## config.mk

```make
export PLATFORM = sky130hd
export DESIGN_NAME = aux_alert_threshold_regs
export DESIGN_NICKNAME = d
export VERILOG_FILES = /design/src/aux_alert_channel.v /design/src/aux_alert_threshold_regs.v
export VERILOG_INCLUDE_DIRS = /design/src
export SDC_FILE = /design/constraint.sdc
export NUM_CORES = 1
export LEC_CHECK = 0
export ABC_AREA = 1
export BUFFER_PORTS_ARGS = -buffer_cell sky130_fd_sc_hd__buf_2
export CAP_MARGIN = 20
export CORE_UTILIZATION = 41
export DETAILED_ROUTE_END_ITERATION = 8
export PLACE_DENSITY_LB_ADDON = 0.3
export SLEW_MARGIN = 20
export SYNTH_ARGS = -nofsm -noshare
export SYNTH_HDL_FRONTEND = slang
export SYNTH_SLANG_ARGS = --single-unit
```

## constraint.sdc

```tcl
create_clock -name clk_i -period 2.92 [get_ports clk_i]
set_input_delay 0 -clock clk_i [delete_from_list [all_inputs] [get_ports clk_i]]
set_output_delay 0 -clock clk_i [all_outputs]
set_load 0.005 [all_outputs]
```

## src/aux_thr_defs.vh

```
// register map, field layout, reset values and sizes for the auxiliary alert threshold block
`ifndef AUX_THR_DEFS_VH
`define AUX_THR_DEFS_VH

// register indices; byte address is four times the index
`define IDX_RATIO_LOW_CLR 8'h32
`define IDX_RATIO_LOW_SET 8'h33
`define IDX_ABS_HIGH_CLR 8'h34
`define IDX_ABS_HIGH_SET 8'h35
`define IDX_ABS_LOW_CLR 8'h36
`define IDX_ABS_LOW_SET 8'h37
`define IDX_CTRL 8'h40
`define IDX_STATUS 8'h41

// threshold field inside a 16-bit word
`define THR_MSB 15
`define THR_LSB 2
`define THR_W 14
`define NUM_AUX 4

// reset values of the 14-bit threshold fields and of the 32-bit control register
`define RST_RATIO_LOW_CLR 14'h0000
`define RST_RATIO_LOW_SET 14'h0000
`define RST_ABS_HIGH_CLR 14'h3fff
`define RST_ABS_HIGH_SET 14'h3fff
`define RST_ABS_LOW_CLR 14'h0000
`define RST_ABS_LOW_SET 14'h0000
`define RST_CTRL 32'h0000_0000

// disable codes of the 14-bit fields
`define THR_OFF_HIGH 14'h3fff
`define THR_OFF_LOW 14'h0000

// status layout: [3:0] low alerts, [7:4] high alerts
`define ST_LOW_LSB 0
`define ST_HIGH_LSB 4

`endif
```

## src/aux_alert_channel.v

```verilog
// hysteresis alert state for one auxiliary channel
`timescale 1ns/1ns
`include "aux_thr_defs.vh"
module aux_alert_channel (
    input wire clk_i,                      // system clock
    input wire rst_i,                      // synchronous reset, active high
    input wire ce_i,                       // clock enable
    input wire sample_i,                   // new result for this channel
    input wire ref_abs_i,                  // 1 absolute, 0 ratiometric
    input wire [`THR_W-1:0] result_i,      // measurement result
    input wire [`THR_W-1:0] r_low_set_i,   // ratiometric low set level
    input wire [`THR_W-1:0] r_low_clr_i,   // ratiometric low clear level
    input wire [`THR_W-1:0] a_high_set_i,  // absolute high set level
    input wire [`THR_W-1:0] a_high_clr_i,  // absolute high clear level
    input wire [`THR_W-1:0] a_low_set_i,   // absolute low set level
    input wire [`THR_W-1:0] a_low_clr_i,   // absolute low clear level
    output reg low_alert_o,                // low alert
    output reg high_alert_o                // high alert
);
    reg [`THR_W-1:0] low_set;
    reg [`THR_W-1:0] low_clr;
    reg low_assert;
    reg low_release;
    reg high_assert;
    reg high_release;

    always @* begin
        low_set = ref_abs_i ? a_low_set_i : r_low_set_i;
        low_clr = ref_abs_i ? a_low_clr_i : r_low_clr_i;
        // a zero set level can never be undercut
        low_assert = (low_set != `THR_OFF_LOW) && (result_i < low_set);
        low_release = (result_i >= low_clr);
        // there is no ratiometric high pair, so the high check runs only for absolute channels
        high_assert = ref_abs_i && (a_high_set_i != `THR_OFF_HIGH)
            && (result_i > a_high_set_i);
        high_release = !ref_abs_i || (result_i <= a_high_clr_i);
    end

    always @(posedge clk_i) begin
        if (rst_i) begin
            low_alert_o <= 1'b0;
            high_alert_o <= 1'b0;
        end else if (ce_i && sample_i) begin
            // assert wins when both hold, which only happens with bad levels
            if (low_assert)
                low_alert_o <= 1'b1;
            else if (low_release)
                low_alert_o <= 1'b0;
            if (high_assert)
                high_alert_o <= 1'b1;
            else if (high_release)
                high_alert_o <= 1'b0;
        end
    end
endmodule

```

## src/aux_alert_threshold_regs.v

```verilog
// auxiliary alert threshold registers with wishbone slave and per-channel alert logic
// ----------------------------------------------------------------------------
// Functional notes
// - ratiometric result strictly below the ratiometric low set level raises the low alert.
// - ratiometric result at or above the ratiometric low clear level drops the low alert.
// - the ratiometric pair is used only for channels whose reference select is 0.
// - the absolute registers are used only for channels whose reference select is 1.
// - absolute result strictly above the absolute high set level raises the high alert.
// - absolute result at or below the absolute high clear level drops the high alert.
// - absolute result at or above the absolute low clear level drops the low alert.
// - absolute result strictly below the absolute low set level raises the low alert.
// - a high set level of all ones never triggers, switching high checks off.
// - a low set level of zero never triggers, switching low checks off.
// - each threshold sits in bits 15:2 of its word, bits 1:0 unused and read zero.
// - every threshold register is read/write and reads back the last value written.
// ----------------------------------------------------------------------------
//
// Local design decision: the Wishbone register port.
`timescale 1ns/1ns
`include "aux_thr_defs.vh"
module aux_alert_threshold_regs (
    input wire clk_i,                   // system clock, 100 MHz
    input wire rst_i,                   // synchronous reset, active high
    input wire ce_i,                    // clock enable, freezes all state when low
    input wire wb_cyc_i,                // wishbone cycle
    input wire wb_stb_i,                // wishbone strobe
    input wire wb_we_i,                 // wishbone write enable
    input wire [9:0] wb_adr_i,          // wishbone byte address
    input wire [3:0] wb_sel_i,          // wishbone byte selects
    input wire [31:0] wb_dat_i,         // wishbone write data
    output reg [31:0] wb_dat_o,         // wishbone read data
    output reg wb_ack_o,                // wishbone acknowledge
    output reg wb_err_o,                // wishbone error, unmapped address
    input wire meas_valid_i,            // one-cycle pulse: new result present
    input wire [1:0] meas_chan_i,       // auxiliary channel of the result
    input wire [`THR_W-1:0] meas_data_i, // 14-bit result
    output reg [`NUM_AUX-1:0] aux_low_alert_o, // low alert per channel
    output reg [`NUM_AUX-1:0] aux_high_alert_o // high alert per channel
);
    // ------------------------------------------------------------------------
    // register storage
    // ------------------------------------------------------------------------
    reg [`THR_W-1:0] ratio_low_clear_level_q;
    reg [`THR_W-1:0] ratio_low_set_level_q;
    reg [`THR_W-1:0] abs_high_clear_level_q;
    reg [`THR_W-1:0] abs_high_set_level_q;
    reg [`THR_W-1:0] abs_low_clear_level_q;
    reg [`THR_W-1:0] abs_low_set_level_q;
    reg [`NUM_AUX-1:0] aux_reference_select_q;

    wire [`THR_W-1:0] rst_rlc = `RST_RATIO_LOW_CLR;
    wire [`THR_W-1:0] rst_rls = `RST_RATIO_LOW_SET;
    wire [`THR_W-1:0] rst_ahc = `RST_ABS_HIGH_CLR;
    wire [`THR_W-1:0] rst_ahs = `RST_ABS_HIGH_SET;
    wire [`THR_W-1:0] rst_alc = `RST_ABS_LOW_CLR;
    wire [`THR_W-1:0] rst_als = `RST_ABS_LOW_SET;
    wire [31:0] rst_ctl = `RST_CTRL;

    // ------------------------------------------------------------------------
    // bus decode
    // ------------------------------------------------------------------------
    wire req = wb_cyc_i && wb_stb_i && !wb_ack_o && !wb_err_o;
    wire [7:0] idx = wb_adr_i[9:2];
    reg hit;
    reg [31:0] rd_d;
    wire [15:0] wr_half = {wb_sel_i[1] ? wb_dat_i[15:8] : 8'h00,
        wb_sel_i[0] ? wb_dat_i[7:0] : 8'h00};
    wire wr_en = req && wb_we_i && hit;

    // threshold word with the two unused low bits forced to zero
    function [31:0] thr_word;
        input [`THR_W-1:0] lvl;
        begin
            thr_word = {16'h0000, lvl, 2'b00};
        end
    endfunction

    // partial byte write of a threshold field keeps the unselected lane
    function [`THR_W-1:0] merge_thr;
        input [`THR_W-1:0] old;
        input [15:0] wd;
        input [1:0] sel;
        reg [15:0] cur;
        begin
            cur = {old, 2'b00};
            if (sel[0])
                cur[7:0] = wd[7:0];
            if (sel[1])
                cur[15:8] = wd[15:8];
            merge_thr = cur[`THR_MSB:`THR_LSB];
        end
    endfunction

    always @* begin
        hit = 1'b1;
        rd_d = 32'h0000_0000;
        case (idx)
            `IDX_RATIO_LOW_CLR: rd_d = thr_word(ratio_low_clear_level_q);
            `IDX_RATIO_LOW_SET: rd_d = thr_word(ratio_low_set_level_q);
            `IDX_ABS_HIGH_CLR: rd_d = thr_word(abs_high_clear_level_q);
            `IDX_ABS_HIGH_SET: rd_d = thr_word(abs_high_set_level_q);
            `IDX_ABS_LOW_CLR: rd_d = thr_word(abs_low_clear_level_q);
            `IDX_ABS_LOW_SET: rd_d = thr_word(abs_low_set_level_q);
            `IDX_CTRL: rd_d = {28'h0000000, aux_reference_select_q};
            `IDX_STATUS: rd_d = {24'h000000, aux_high_alert_o, aux_low_alert_o};
            default: hit = 1'b0;
        endcase
    end

    // ------------------------------------------------------------------------
    // bus answer: one cycle after the request, dropped the cycle after
    // ------------------------------------------------------------------------
    always @(posedge clk_i) begin
        if (rst_i) begin
            wb_ack_o <= 1'b0;
            wb_err_o <= 1'b0;
            wb_dat_o <= 32'h0000_0000;
        end else if (ce_i) begin
            wb_ack_o <= req && hit;
            wb_err_o <= req && !hit;
            if (req && hit && !wb_we_i)
                wb_dat_o <= rd_d;
            else
                wb_dat_o <= 32'h0000_0000;
        end
    end

    // ------------------------------------------------------------------------
    // write strobes
    // ------------------------------------------------------------------------
    // address decode shared by all write strobes
    wire at_rlc = (idx == `IDX_RATIO_LOW_CLR);
    wire at_rls = (idx == `IDX_RATIO_LOW_SET);
    wire at_ahc = (idx == `IDX_ABS_HIGH_CLR);
    wire at_ahs = (idx == `IDX_ABS_HIGH_SET);
    wire at_alc = (idx == `IDX_ABS_LOW_CLR);
    wire at_als = (idx == `IDX_ABS_LOW_SET);
    wire at_ctl = (idx == `IDX_CTRL);

    // one strobe per register so each store stands alone
    wire wr_rlc = wr_en && at_rlc;
    wire wr_rls = wr_en && at_rls;
    wire wr_ahc = wr_en && at_ahc;
    wire wr_ahs = wr_en && at_ahs;
    wire wr_alc = wr_en && at_alc;
    wire wr_als = wr_en && at_als;
    // ctrl lives in one byte lane; the other lanes are ignored
    wire wr_ctl = wr_en && at_ctl && wb_sel_i[0];

    // ------------------------------------------------------------------------
    // register stores
    // ------------------------------------------------------------------------
    // writes take effect at the edge that raises ack
    always @(posedge clk_i) begin
        if (rst_i)
            ratio_low_clear_level_q <= rst_rlc;
        else if (ce_i && wr_rlc)
            ratio_low_clear_level_q <=
                merge_thr(ratio_low_clear_level_q, wr_half, wb_sel_i[1:0]);
    end

    always @(posedge clk_i) begin
        if (rst_i)
            ratio_low_set_level_q <= rst_rls;
        else if (ce_i && wr_rls)
            ratio_low_set_level_q <=
                merge_thr(ratio_low_set_level_q, wr_half, wb_sel_i[1:0]);
    end

    always @(posedge clk_i) begin
        if (rst_i)
            abs_high_clear_level_q <= rst_ahc;
        else if (ce_i && wr_ahc)
            abs_high_clear_level_q <=
                merge_thr(abs_high_clear_level_q, wr_half, wb_sel_i[1:0]);
    end

    always @(posedge clk_i) begin
        if (rst_i)
            abs_high_set_level_q <= rst_ahs;
        else if (ce_i && wr_ahs)
            abs_high_set_level_q <=
                merge_thr(abs_high_set_level_q, wr_half, wb_sel_i[1:0]);
    end

    always @(posedge clk_i) begin
        if (rst_i)
            abs_low_clear_level_q <= rst_alc;
        else if (ce_i && wr_alc)
            abs_low_clear_level_q <=
                merge_thr(abs_low_clear_level_q, wr_half, wb_sel_i[1:0]);
    end

    always @(posedge clk_i) begin
        if (rst_i)
            abs_low_set_level_q <= rst_als;
        else if (ce_i && wr_als)
            abs_low_set_level_q <=
                merge_thr(abs_low_set_level_q, wr_half, wb_sel_i[1:0]);
    end

    always @(posedge clk_i) begin
        if (rst_i)
            aux_reference_select_q <= rst_ctl[`NUM_AUX-1:0];
        else if (ce_i && wr_ctl)
            aux_reference_select_q <= wb_dat_i[`NUM_AUX-1:0];
    end

    // ------------------------------------------------------------------------
    // per-channel alert state; outputs pass through one more flop stage after the channel flops
    // ------------------------------------------------------------------------
    wire [`NUM_AUX-1:0] low_w;
    wire [`NUM_AUX-1:0] high_w;
    wire [`NUM_AUX-1:0] chan_sample;

    // only the addressed channel sees the result strobe
    assign chan_sample[0] = meas_valid_i && (meas_chan_i == 2'h0);
    assign chan_sample[1] = meas_valid_i && (meas_chan_i == 2'h1);
    assign chan_sample[2] = meas_valid_i && (meas_chan_i == 2'h2);
    assign chan_sample[3] = meas_valid_i && (meas_chan_i == 2'h3);

    aux_alert_channel u_chan0 (
        .clk_i(clk_i),
        .rst_i(rst_i),
        .ce_i(ce_i),
        .sample_i(chan_sample[0]),
        .ref_abs_i(aux_reference_select_q[0]),
        .result_i(meas_data_i),
        .r_low_set_i(ratio_low_set_level_q),
        .r_low_clr_i(ratio_low_clear_level_q),
        .a_high_set_i(abs_high_set_level_q),
        .a_high_clr_i(abs_high_clear_level_q),
        .a_low_set_i(abs_low_set_level_q),
        .a_low_clr_i(abs_low_clear_level_q),
        .low_alert_o(low_w[0]),
        .high_alert_o(high_w[0])
    );

    aux_alert_channel u_chan1 (
        .clk_i(clk_i),
        .rst_i(rst_i),
        .ce_i(ce_i),
        .sample_i(chan_sample[1]),
        .ref_abs_i(aux_reference_select_q[1]),
        .result_i(meas_data_i),
        .r_low_set_i(ratio_low_set_level_q),
        .r_low_clr_i(ratio_low_clear_level_q),
        .a_high_set_i(abs_high_set_level_q),
        .a_high_clr_i(abs_high_clear_level_q),
        .a_low_set_i(abs_low_set_level_q),
        .a_low_clr_i(abs_low_clear_level_q),
        .low_alert_o(low_w[1]),
        .high_alert_o(high_w[1])
    );

    aux_alert_channel u_chan2 (
        .clk_i(clk_i),
        .rst_i(rst_i),
        .ce_i(ce_i),
        .sample_i(chan_sample[2]),
        .ref_abs_i(aux_reference_select_q[2]),
        .result_i(meas_data_i),
        .r_low_set_i(ratio_low_set_level_q),
        .r_low_clr_i(ratio_low_clear_level_q),
        .a_high_set_i(abs_high_set_level_q),
        .a_high_clr_i(abs_high_clear_level_q),
        .a_low_set_i(abs_low_set_level_q),
        .a_low_clr_i(abs_low_clear_level_q),
        .low_alert_o(low_w[2]),
        .high_alert_o(high_w[2])
    );

    aux_alert_channel u_chan3 (
        .clk_i(clk_i),
        .rst_i(rst_i),
        .ce_i(ce_i),
        .sample_i(chan_sample[3]),
        .ref_abs_i(aux_reference_select_q[3]),
        .result_i(meas_data_i),
        .r_low_set_i(ratio_low_set_level_q),
        .r_low_clr_i(ratio_low_clear_level_q),
        .a_high_set_i(abs_high_set_level_q),
        .a_high_clr_i(abs_high_clear_level_q),
        .a_low_set_i(abs_low_set_level_q),
        .a_low_clr_i(abs_low_clear_level_q),
        .low_alert_o(low_w[3]),
        .high_alert_o(high_w[3])
    );

    // ------------------------------------------------------------------------
    // alert outputs
    // ------------------------------------------------------------------------
    // extra stage keeps every top output on a flop of this module
    always @(posedge clk_i) begin
        if (rst_i)
            aux_low_alert_o <= {`NUM_AUX{1'b0}};
        else if (ce_i)
            aux_low_alert_o <= low_w;
    end

    always @(posedge clk_i) begin
        if (rst_i)
            aux_high_alert_o <= {`NUM_AUX{1'b0}};
        else if (ce_i)
            aux_high_alert_o <= high_w;
    end
endmodule

```

==> results of run 1 <==
==> worst max-delay path, cell delays in order, from the launching register on <==
cell,delay (ns)
dfxtp_2,0.64
buf_4,0.35
nand2_1,0.08
o21ai_0,0.13
ha_1,0.30
a21oi_1,0.15
nor2_1,0.06
a211oi_1,0.16
nand2_1,0.07
nand2_1,0.07
nand3_1,0.07
a21oi_1,0.12
==> final cells by class <==
| type | instances | area, um2 | share of cell area (%) |
|---|---|---|---|
| clock buffers | 17 | 425 | 3.69 |
| clock inverters | 15 | 180 | 1.56 |
| multi-input cells | 1247 | 6770 | 58.6 |
| well taps | 324 | 405 | 3.51 |
| repair buffers | 109 | 693 | 6.01 |
| inverters | 165 | 621 | 5.38 |
| flip-flops and latches | 122 | 2450 | 21.2 |
==> power by group <==
| group | switching (mW) | internal (mW) | leakage (nW) |
|---|---|---|---|
| combinational | 0.331 | 0.168 | 3.89 |
| sequential | 0.00826 | 1.68 | 0.989 |
| clock | 0.901 | 1.29 | 0.296 |
==> per-stage QoR <==
step / hold WS, ns / cells / setup slack (ns) / util, %
finish: 0.0376 / 1999 / 0.634 / 47.4
global route: 0.0982 / 1999 / 0.388 / 47.4
CTS: 0.0334 / 1999 / 0.680 / 47.4
detailed placement: 0.313 / 1948 / 0.690 / 44.2
global placement: 0.306 / 1948 / 0.702 / 44.2
floorplan: 0.148 / 1618 / 0.858 / -
==> synthesized netlist by cell type <==
cell type  number  area (um2)
nand2_1       388        1460
nand4_2         1        12.5
nor2_1        133         499
a21boi_0        1        7.51
inv_2           2        7.51
nor3_4          2        32.5
nand3_1       129         646
nand2_2         2        12.5
o21ai_1         9        45.0
conb_1          1        3.75
o211ai_1        2        15.0
nand3_4         1        17.5
a32o_1          2        20.0
a31oi_1         1        6.26
a211oi_1        4        30.0
nand4_1        22         138
nor2_4          1        11.3
buf_4          22         165
clkinv_2        1        5.00
a21o_1          1        7.51
nor4_1          2        12.5
clkbuf_2        2        10.0
a21oi_1       111         556
buf_2           5        25.0
nand3_2         2        20.0
o22ai_1        18         113
o21bai_1        7        52.6
dfxtp_1       122        2440
buf_1           5        18.8
o21a_1          3        22.5
nor2_2          4        25.0
o21ai_0       201        1010
clkbuf_1       50         188
inv_1         162         608
nor3_1         48         240
ha_1          136        1700
==> sequential cells by signal, summed over array words and instances (netlist names), 4 cells and up <==
register                 cells
abs_high_clear_level_q      14
abs_high_set_level_q        14
abs_low_clear_level_q       14
abs_low_set_level_q         14
aux_high_alert_o             4
aux_low_alert_o              4
aux_reference_select_q       4
ratio_low_clear_level_q     14
ratio_low_set_level_q       14
wb_dat_o                    16
==> metal layers <==
metal,vias to the layer above,wire [um],track usage [%],share of wire [%]
met5,-,0,0,0
li1,5479,-,-,-
met4,0,1390,12.7,3.9
met2,422,15800,44.4,45
met1,5049,15500,36.8,44
met3,58,2550,3.75,7.2
==> final timing paths <==
| path | endpoint | slack [ns] | start |
|---|---|---|---|
| max reg2reg | u_chan2.low_alert_o | 0.63 | aux_reference_select_q[2] |
| min | u_chan0.high_alert_o | 0.04 | meas_chan_i[0] |
| max | u_chan2.low_alert_o | 0.63 | aux_reference_select_q[2] |
| min reg2reg | abs_high_clear_level_q[12] | 0.46 | abs_high_clear_level_q[12] |
==> cells by family (layout without fill, tap and decap cells) <==
family	after synthesis	after routing
simple gates	735	735
buf+inv	249	306
other cells	1	16
compound gates	360	360
fa+ha+maj	136	136
flops	122	122
==> impl_metrics.env, run 1 <==
export IMPL_hold_viol=0
export IMPL_core_area_mm2=0.0243
export IMPL_ioPinCount=111
export IMPL_numPortBuffers=74
export IMPL_rr_worst_depth=11
export IMPL_power_density_mw_per_mm2=380
export IMPL_antenna_cells=0
export IMPL_cts_sinks=122
export IMPL_post_dp_cell_area_mm2=0.0107
export IMPL_avgRoutedWirePerCell_um=17.6
export IMPL_clk_pin_slew_worst_paths_ns=0.07
export IMPL_synth_xor_area_share_pct=0
export IMPL_power_mw=4.38
export IMPL_final_antenna_net_count=0
export IMPL_grt_overflow=0
export IMPL_grt_max_degree=66
export IMPL_ys_types=36
export IMPL_finalCritPeriodShare_pct=78.3
export IMPL_slew_violations=0
export IMPL_max_freq_mhz=437
export IMPL_fillers=2493
export IMPL_dieHeight_um=160
export IMPL_synth_compound_area_share_pct=18.5
export IMPL_required_ns=3.27
export IMPL_drtPass1Iterations=6
export IMPL_start_kind="register"
export IMPL_wirelength_um=35200
export IMPL_path_class="register to register"
export IMPL_arrival_ns=2.64
export IMPL_final_cell_mix="nand2_1, o21ai_0, inv_1, ha_1, nor2_1"
export IMPL_postSynthCellCount=1603
export IMPL_rsz0062_at_grt="false"
export IMPL_muxShareOfSynthArea_pct=0
export IMPL_finalCriticalPeriod_ns=2.29
export IMPL_start_util_pct=41.9
export IMPL_drive_above_1_share_pct=8.48
export IMPL_hold_path_depth=6
export IMPL_dr_total_vias=11008
export IMPL_drc=0
export IMPL_grt_use_total_pct=27.7
export IMPL_outcome="completed"
export IMPL_cts_htree_levels=4
export IMPL_clockBufferDepth=2
export IMPL_cts_root_buffer="clkbuf_16"
export IMPL_holdCritPathClass="input port to register"
export IMPL_vdd_drop_max_v=0.000403
export IMPL_synth_area_per_cell_um2=6.35
export IMPL_endpoint_kind="register"
export IMPL_yosys_area_share_simple_pct=30.7
export IMPL_syn_to_final_growth_pct=13.3
export IMPL_tritoncts="yes"
export IMPL_dieArea_mm2=0.0255
export IMPL_cap_violations=0
export IMPL_hold_buffers=19
export IMPL_grt_pass1_vias=9873
export IMPL_core_rowCount=57
export IMPL_final_cell_area_mm2=0.0115
export IMPL_drtIter0Drc=1066
export IMPL_cts_resized=0
export IMPL_fp_dieW_um=160
export IMPL_ys_warn_count=0
export IMPL_worstPathMaxFanout=29
export IMPL_place_congestion=0.932
export IMPL_ys_seq_area_share_pct=24.0
export IMPL_p_leak_nw=5.18
export IMPL_clk_latency_ns=0.43
export IMPL_layout_commonest_cell="nand2_1"
export IMPL_syn_area_mm2=0.0102
export IMPL_setup_viol=0
export IMPL_grt_pass1_wl_um=54600
export IMPL_cts_buffers=17
export IMPL_viasPerCell=5.51
export IMPL_setup_tns_ns=0
export IMPL_slew_headroom_pct=39.7
export IMPL_synth_top_family_by_area="simple AND/OR/NAND/NOR gates"
export IMPL_synth_adder_area_share_pct=16.7
export IMPL_worst_pin_slew_ns=0.904
export IMPL_dp_hpwl_um=26800
export IMPL_skew_ns=0.0101
export IMPL_antenna_found_initial=0
export IMPL_fin_nets=1867
export IMPL_ys_ff_latch=122
export IMPL_post_cts_buffers=0
No activity file was read; power rests on OpenSTA's default activity.
==> run 2: changes to the inputs <==
--- a/config.mk
+++ b/config.mk
@@ -6,7 +6,7 @@
 export SDC_FILE = /design/constraint.sdc
 export NUM_CORES = 1
 export LEC_CHECK = 0
-export ABC_AREA = 1
+export ABC_AREA = 0
 export BUFFER_PORTS_ARGS = -buffer_cell sky130_fd_sc_hd__buf_2
 export CAP_MARGIN = 20
 export CORE_UTILIZATION = 41
==> constraint.sdc (replaced) <==
create_clock -name clk_i -period 2.3 [get_ports clk_i]
set_input_delay 0 -clock clk_i [delete_from_list [all_inputs] [get_ports clk_i]]
set_output_delay 0 -clock clk_i [all_outputs]
set_load 0.005 [all_outputs]
==> impl_metrics.env, run 2 <==
export IMPL_synth_area_per_cell_um2=8.93
export IMPL_avgRoutedWirePerCell_um=22.7
export IMPL_cts_buffers=17
export IMPL_ys_ff_latch=122
export IMPL_outcome="completed"
export IMPL_power_share_switching_pct=29.1
export IMPL_fin_cells=1567
export IMPL_drive_above_1_share_pct=19.4
export IMPL_slew_violations=0
export IMPL_hold_viol=0
export IMPL_synthArstFlopShare_pct=0
export IMPL_dieHeight_um=155
export IMPL_dieArea_mm2=0.0242
export IMPL_p_int_mw=3.86
export IMPL_grt_use_total_pct=30.1
export IMPL_required_ns=2.65
export IMPL_cts_htree_levels=4
export IMPL_pwr_share_comb_pct=10.9
export IMPL_worstPathCellList="mux2i_4 -> ha_4 -> a21o_1 -> a2111oi_2 -> o31ai_1 -> o211ai_1 -> a21oi_1 -> o32ai_1"
export IMPL_hold_path_depth=5
export IMPL_post_place_ws_ns=-0.104
export IMPL_worst_pin_slew_ns=0.822
export IMPL_use_met3_pct=5.57
export IMPL_slew_headroom_pct=45.0
export IMPL_place_congestion=0.958
export IMPL_syn_area_mm2=0.00965
export IMPL_use_met1_pct=39.3
export IMPL_finalCritPeriodShare_pct=97.0
export IMPL_synth_common_cells="mux2i_1, nor2_1, ha_1, dfxtp_1, o21ai_0"
export IMPL_fp_dieW_um=155
export IMPL_viasPerCell=6.00
export IMPL_clkPwrFrac_pct=50.3
export IMPL_rsz0062_at_grt="true"
export IMPL_drc=0
export IMPL_ys_flop_type="dfxtp_1"
export IMPL_setup_ws_ns=0.0683
export IMPL_cts_sinks=122
export IMPL_worstPathMaxFanout=6
export IMPL_timing_rr_start="aux_reference_select_q[1]"
export IMPL_dp_cells=1504
export IMPL_final_antenna_net_count=0
export IMPL_grt_pass1_wl_um=53900
export IMPL_met2_usage_pct=46.7
export IMPL_switching_power_mw=1.59
export IMPL_core_area_mm2=0.0228
export IMPL_ys_warn_count=0
export IMPL_numPortBuffers=74
export IMPL_crit_slowest_cell="dfxtp_4"
export IMPL_holdCritPathClass="input port to register"
export IMPL_grt_overflow=0
export IMPL_vdd_drop_max_v=0.000470
export IMPL_synth_edff_count=0
export IMPL_crit_buf_inv=0
export IMPL_cp_top_family="compound AO/OA/AOI/OAI gates"
export IMPL_synth_area_leader_cell="dfxtp_1"
export IMPL_tritoncts="yes"
export IMPL_final_cell_mix="mux2i_1, nor2_1, ha_1, dfxtp_1, buf_4"
export IMPL_path_class="register to register"
export IMPL_setup_viol=0
export IMPL_dp_hpwl_um=26500
export IMPL_clockBufferDepth=2
export IMPL_grt_max_degree=52
export IMPL_utilization_pct=51.6
export IMPL_endpoint_kind="register"
export IMPL_p_leak_nw=4.64
export IMPL_hp_start="meas_valid_i"
export IMPL_clk_latency_ns=0.45
export IMPL_busiest_layer="met2"
export IMPL_min_to="u_chan1.high_alert_o"
export IMPL_ys_seq_area_share_pct=25.3
export IMPL_finalCriticalPeriod_ns=2.23
export IMPL_power_density_mw_per_mm2=462
export IMPL_start_util_pct=42.2
export IMPL_skew_ns=0.0147
export IMPL_max_freq_mhz=448
export IMPL_ioPinCount=111
export IMPL_setup_tns_ns=0
export IMPL_dr_total_vias=9403
export IMPL_synth_most_common_cell="mux2i_1"
export IMPL_grt_pass1_vias=9027
export IMPL_holdWs_ns=0.0237
export IMPL_rr_worst_depth=8
export IMPL_largest_reg_flops=16
export IMPL_cap_violations=0
export IMPL_drtIter0Drc=962
export IMPL_cts_root_buffer="clkbuf_16"
export IMPL_r2r_end="u_chan1.low_alert_o"
export IMPL_wirelength_um=35500
export IMPL_clk_pin_slew_worst_paths_ns=0.07
export IMPL_antenna_found_initial=1
export IMPL_layout_commonest_cell="mux2i_1"
export IMPL_antenna_cells=0
export IMPL_regMostFlops="wb_dat_o"
export IMPL_syn_to_final_growth_pct=22.3
export IMPL_postSynthCellCount=1081
export IMPL_seq_power_share_pct=38.8
export IMPL_fin_nets=1446
export IMPL_slowest_delay_ns=0.45
export IMPL_drtPass1Iterations=5
export IMPL_rrSetupSlack_ns=0.07
export IMPL_ys_types=65
export IMPL_synth_top_cell_area_share_pct=25.3
export IMPL_start_kind="register"
export IMPL_synthTopCellsByArea="dfxtp_1, mux2i_1, ha_1, nor2_1, o21ai_0"
export IMPL_arrival_ns=2.58
export IMPL_core_rowCount=55
run 2: cell families after synthesis:
logic type               after synthesis  share of synthesized area [%]
adder cells (fa/ha/maj)              136                           17.6
buffers and inverters                100                           4.87
AO/OA/AOI/OAI                        230                           16.2
other                                  1                         0.0389
flip-flops                           122                           25.3
AND/OR/NAND/NOR                      300                           15.9
multiplexers                         192                           20.0
run 2: worst min-delay path: stages:
cell	delay, ns
buf_2	0.11
nand2_1	0.09
nor2_1	0.06
nand4_1	0.08
a31oi_1	0.07
run 2: final cells by class:
| class | count | area [um2] |
|---|---|---|
| clock buffers | 17 | 425 |
| clock inverters | 15 | 154 |
| fillers | 2152 | 11000 |
| inverters | 32 | 120 |
| multi-input cells | 874 | 6850 |
| flip-flops and latches | 122 | 2450 |
| well taps | 313 | 392 |
| repair buffers | 194 | 1410 |
run 2: per-stage QoR:
stage	cell area, um2	total power [mW]
2_1_floorplan	9720	2.47
6_report	11800	5.45
4_1_cts	11700	5.45
3_5_place_dp	10900	2.71
3_3_place_gp	10900	2.70
5_1_grt	11800	5.63
run 2: how the worst max path moves through the flow:
stage	start	endpoint	slack [ns]	depth (start not counted)
after floorplan	aux_reference_select_q[3]	u_chan3.low_alert_o	-0.09	11
after global placement	aux_reference_select_q[1]	u_chan1.low_alert_o	-0.09	8
after detailed placement	aux_reference_select_q[1]	u_chan1.low_alert_o	-0.10	8
after CTS	aux_reference_select_q[1]	u_chan1.low_alert_o	0.01	8
after global routing	aux_reference_select_q[1]	u_chan1.low_alert_o	-0.03	8
final	aux_reference_select_q[1]	u_chan1.low_alert_o	0.07	8
run 2: repair_timing:
item	CTS	global route
hold endpoints to repair	93	0
hold buffers	19	0
resized for setup	4	13
pin swaps	0	5
setup buffers	0	12
setup endpoints to repair	2	4
run 2: power by group through the flow:
stage / combinational [mW] / clock, mW / sequential (mW)
finish: 0.596 / 2.74 / 2.11
global route: 0.657 / 2.86 / 2.11
CTS: 0.575 / 2.76 / 2.11
detailed placement: 0.544 / 0 / 2.16
global placement: 0.535 / 0 / 2.16
floorplan: 0.312 / 0 / 2.16
run 2: per-layer routing:
| layer | part of all wire, % | vias up |
|---|---|---|
| met5 | 0 | - |
| met4 | 5.1 | 0 |
| met3 | 8.6 | 107 |
| met2 | 44 | 465 |
| met1 | 43 | 4492 |
| li1 | - | 4339 |
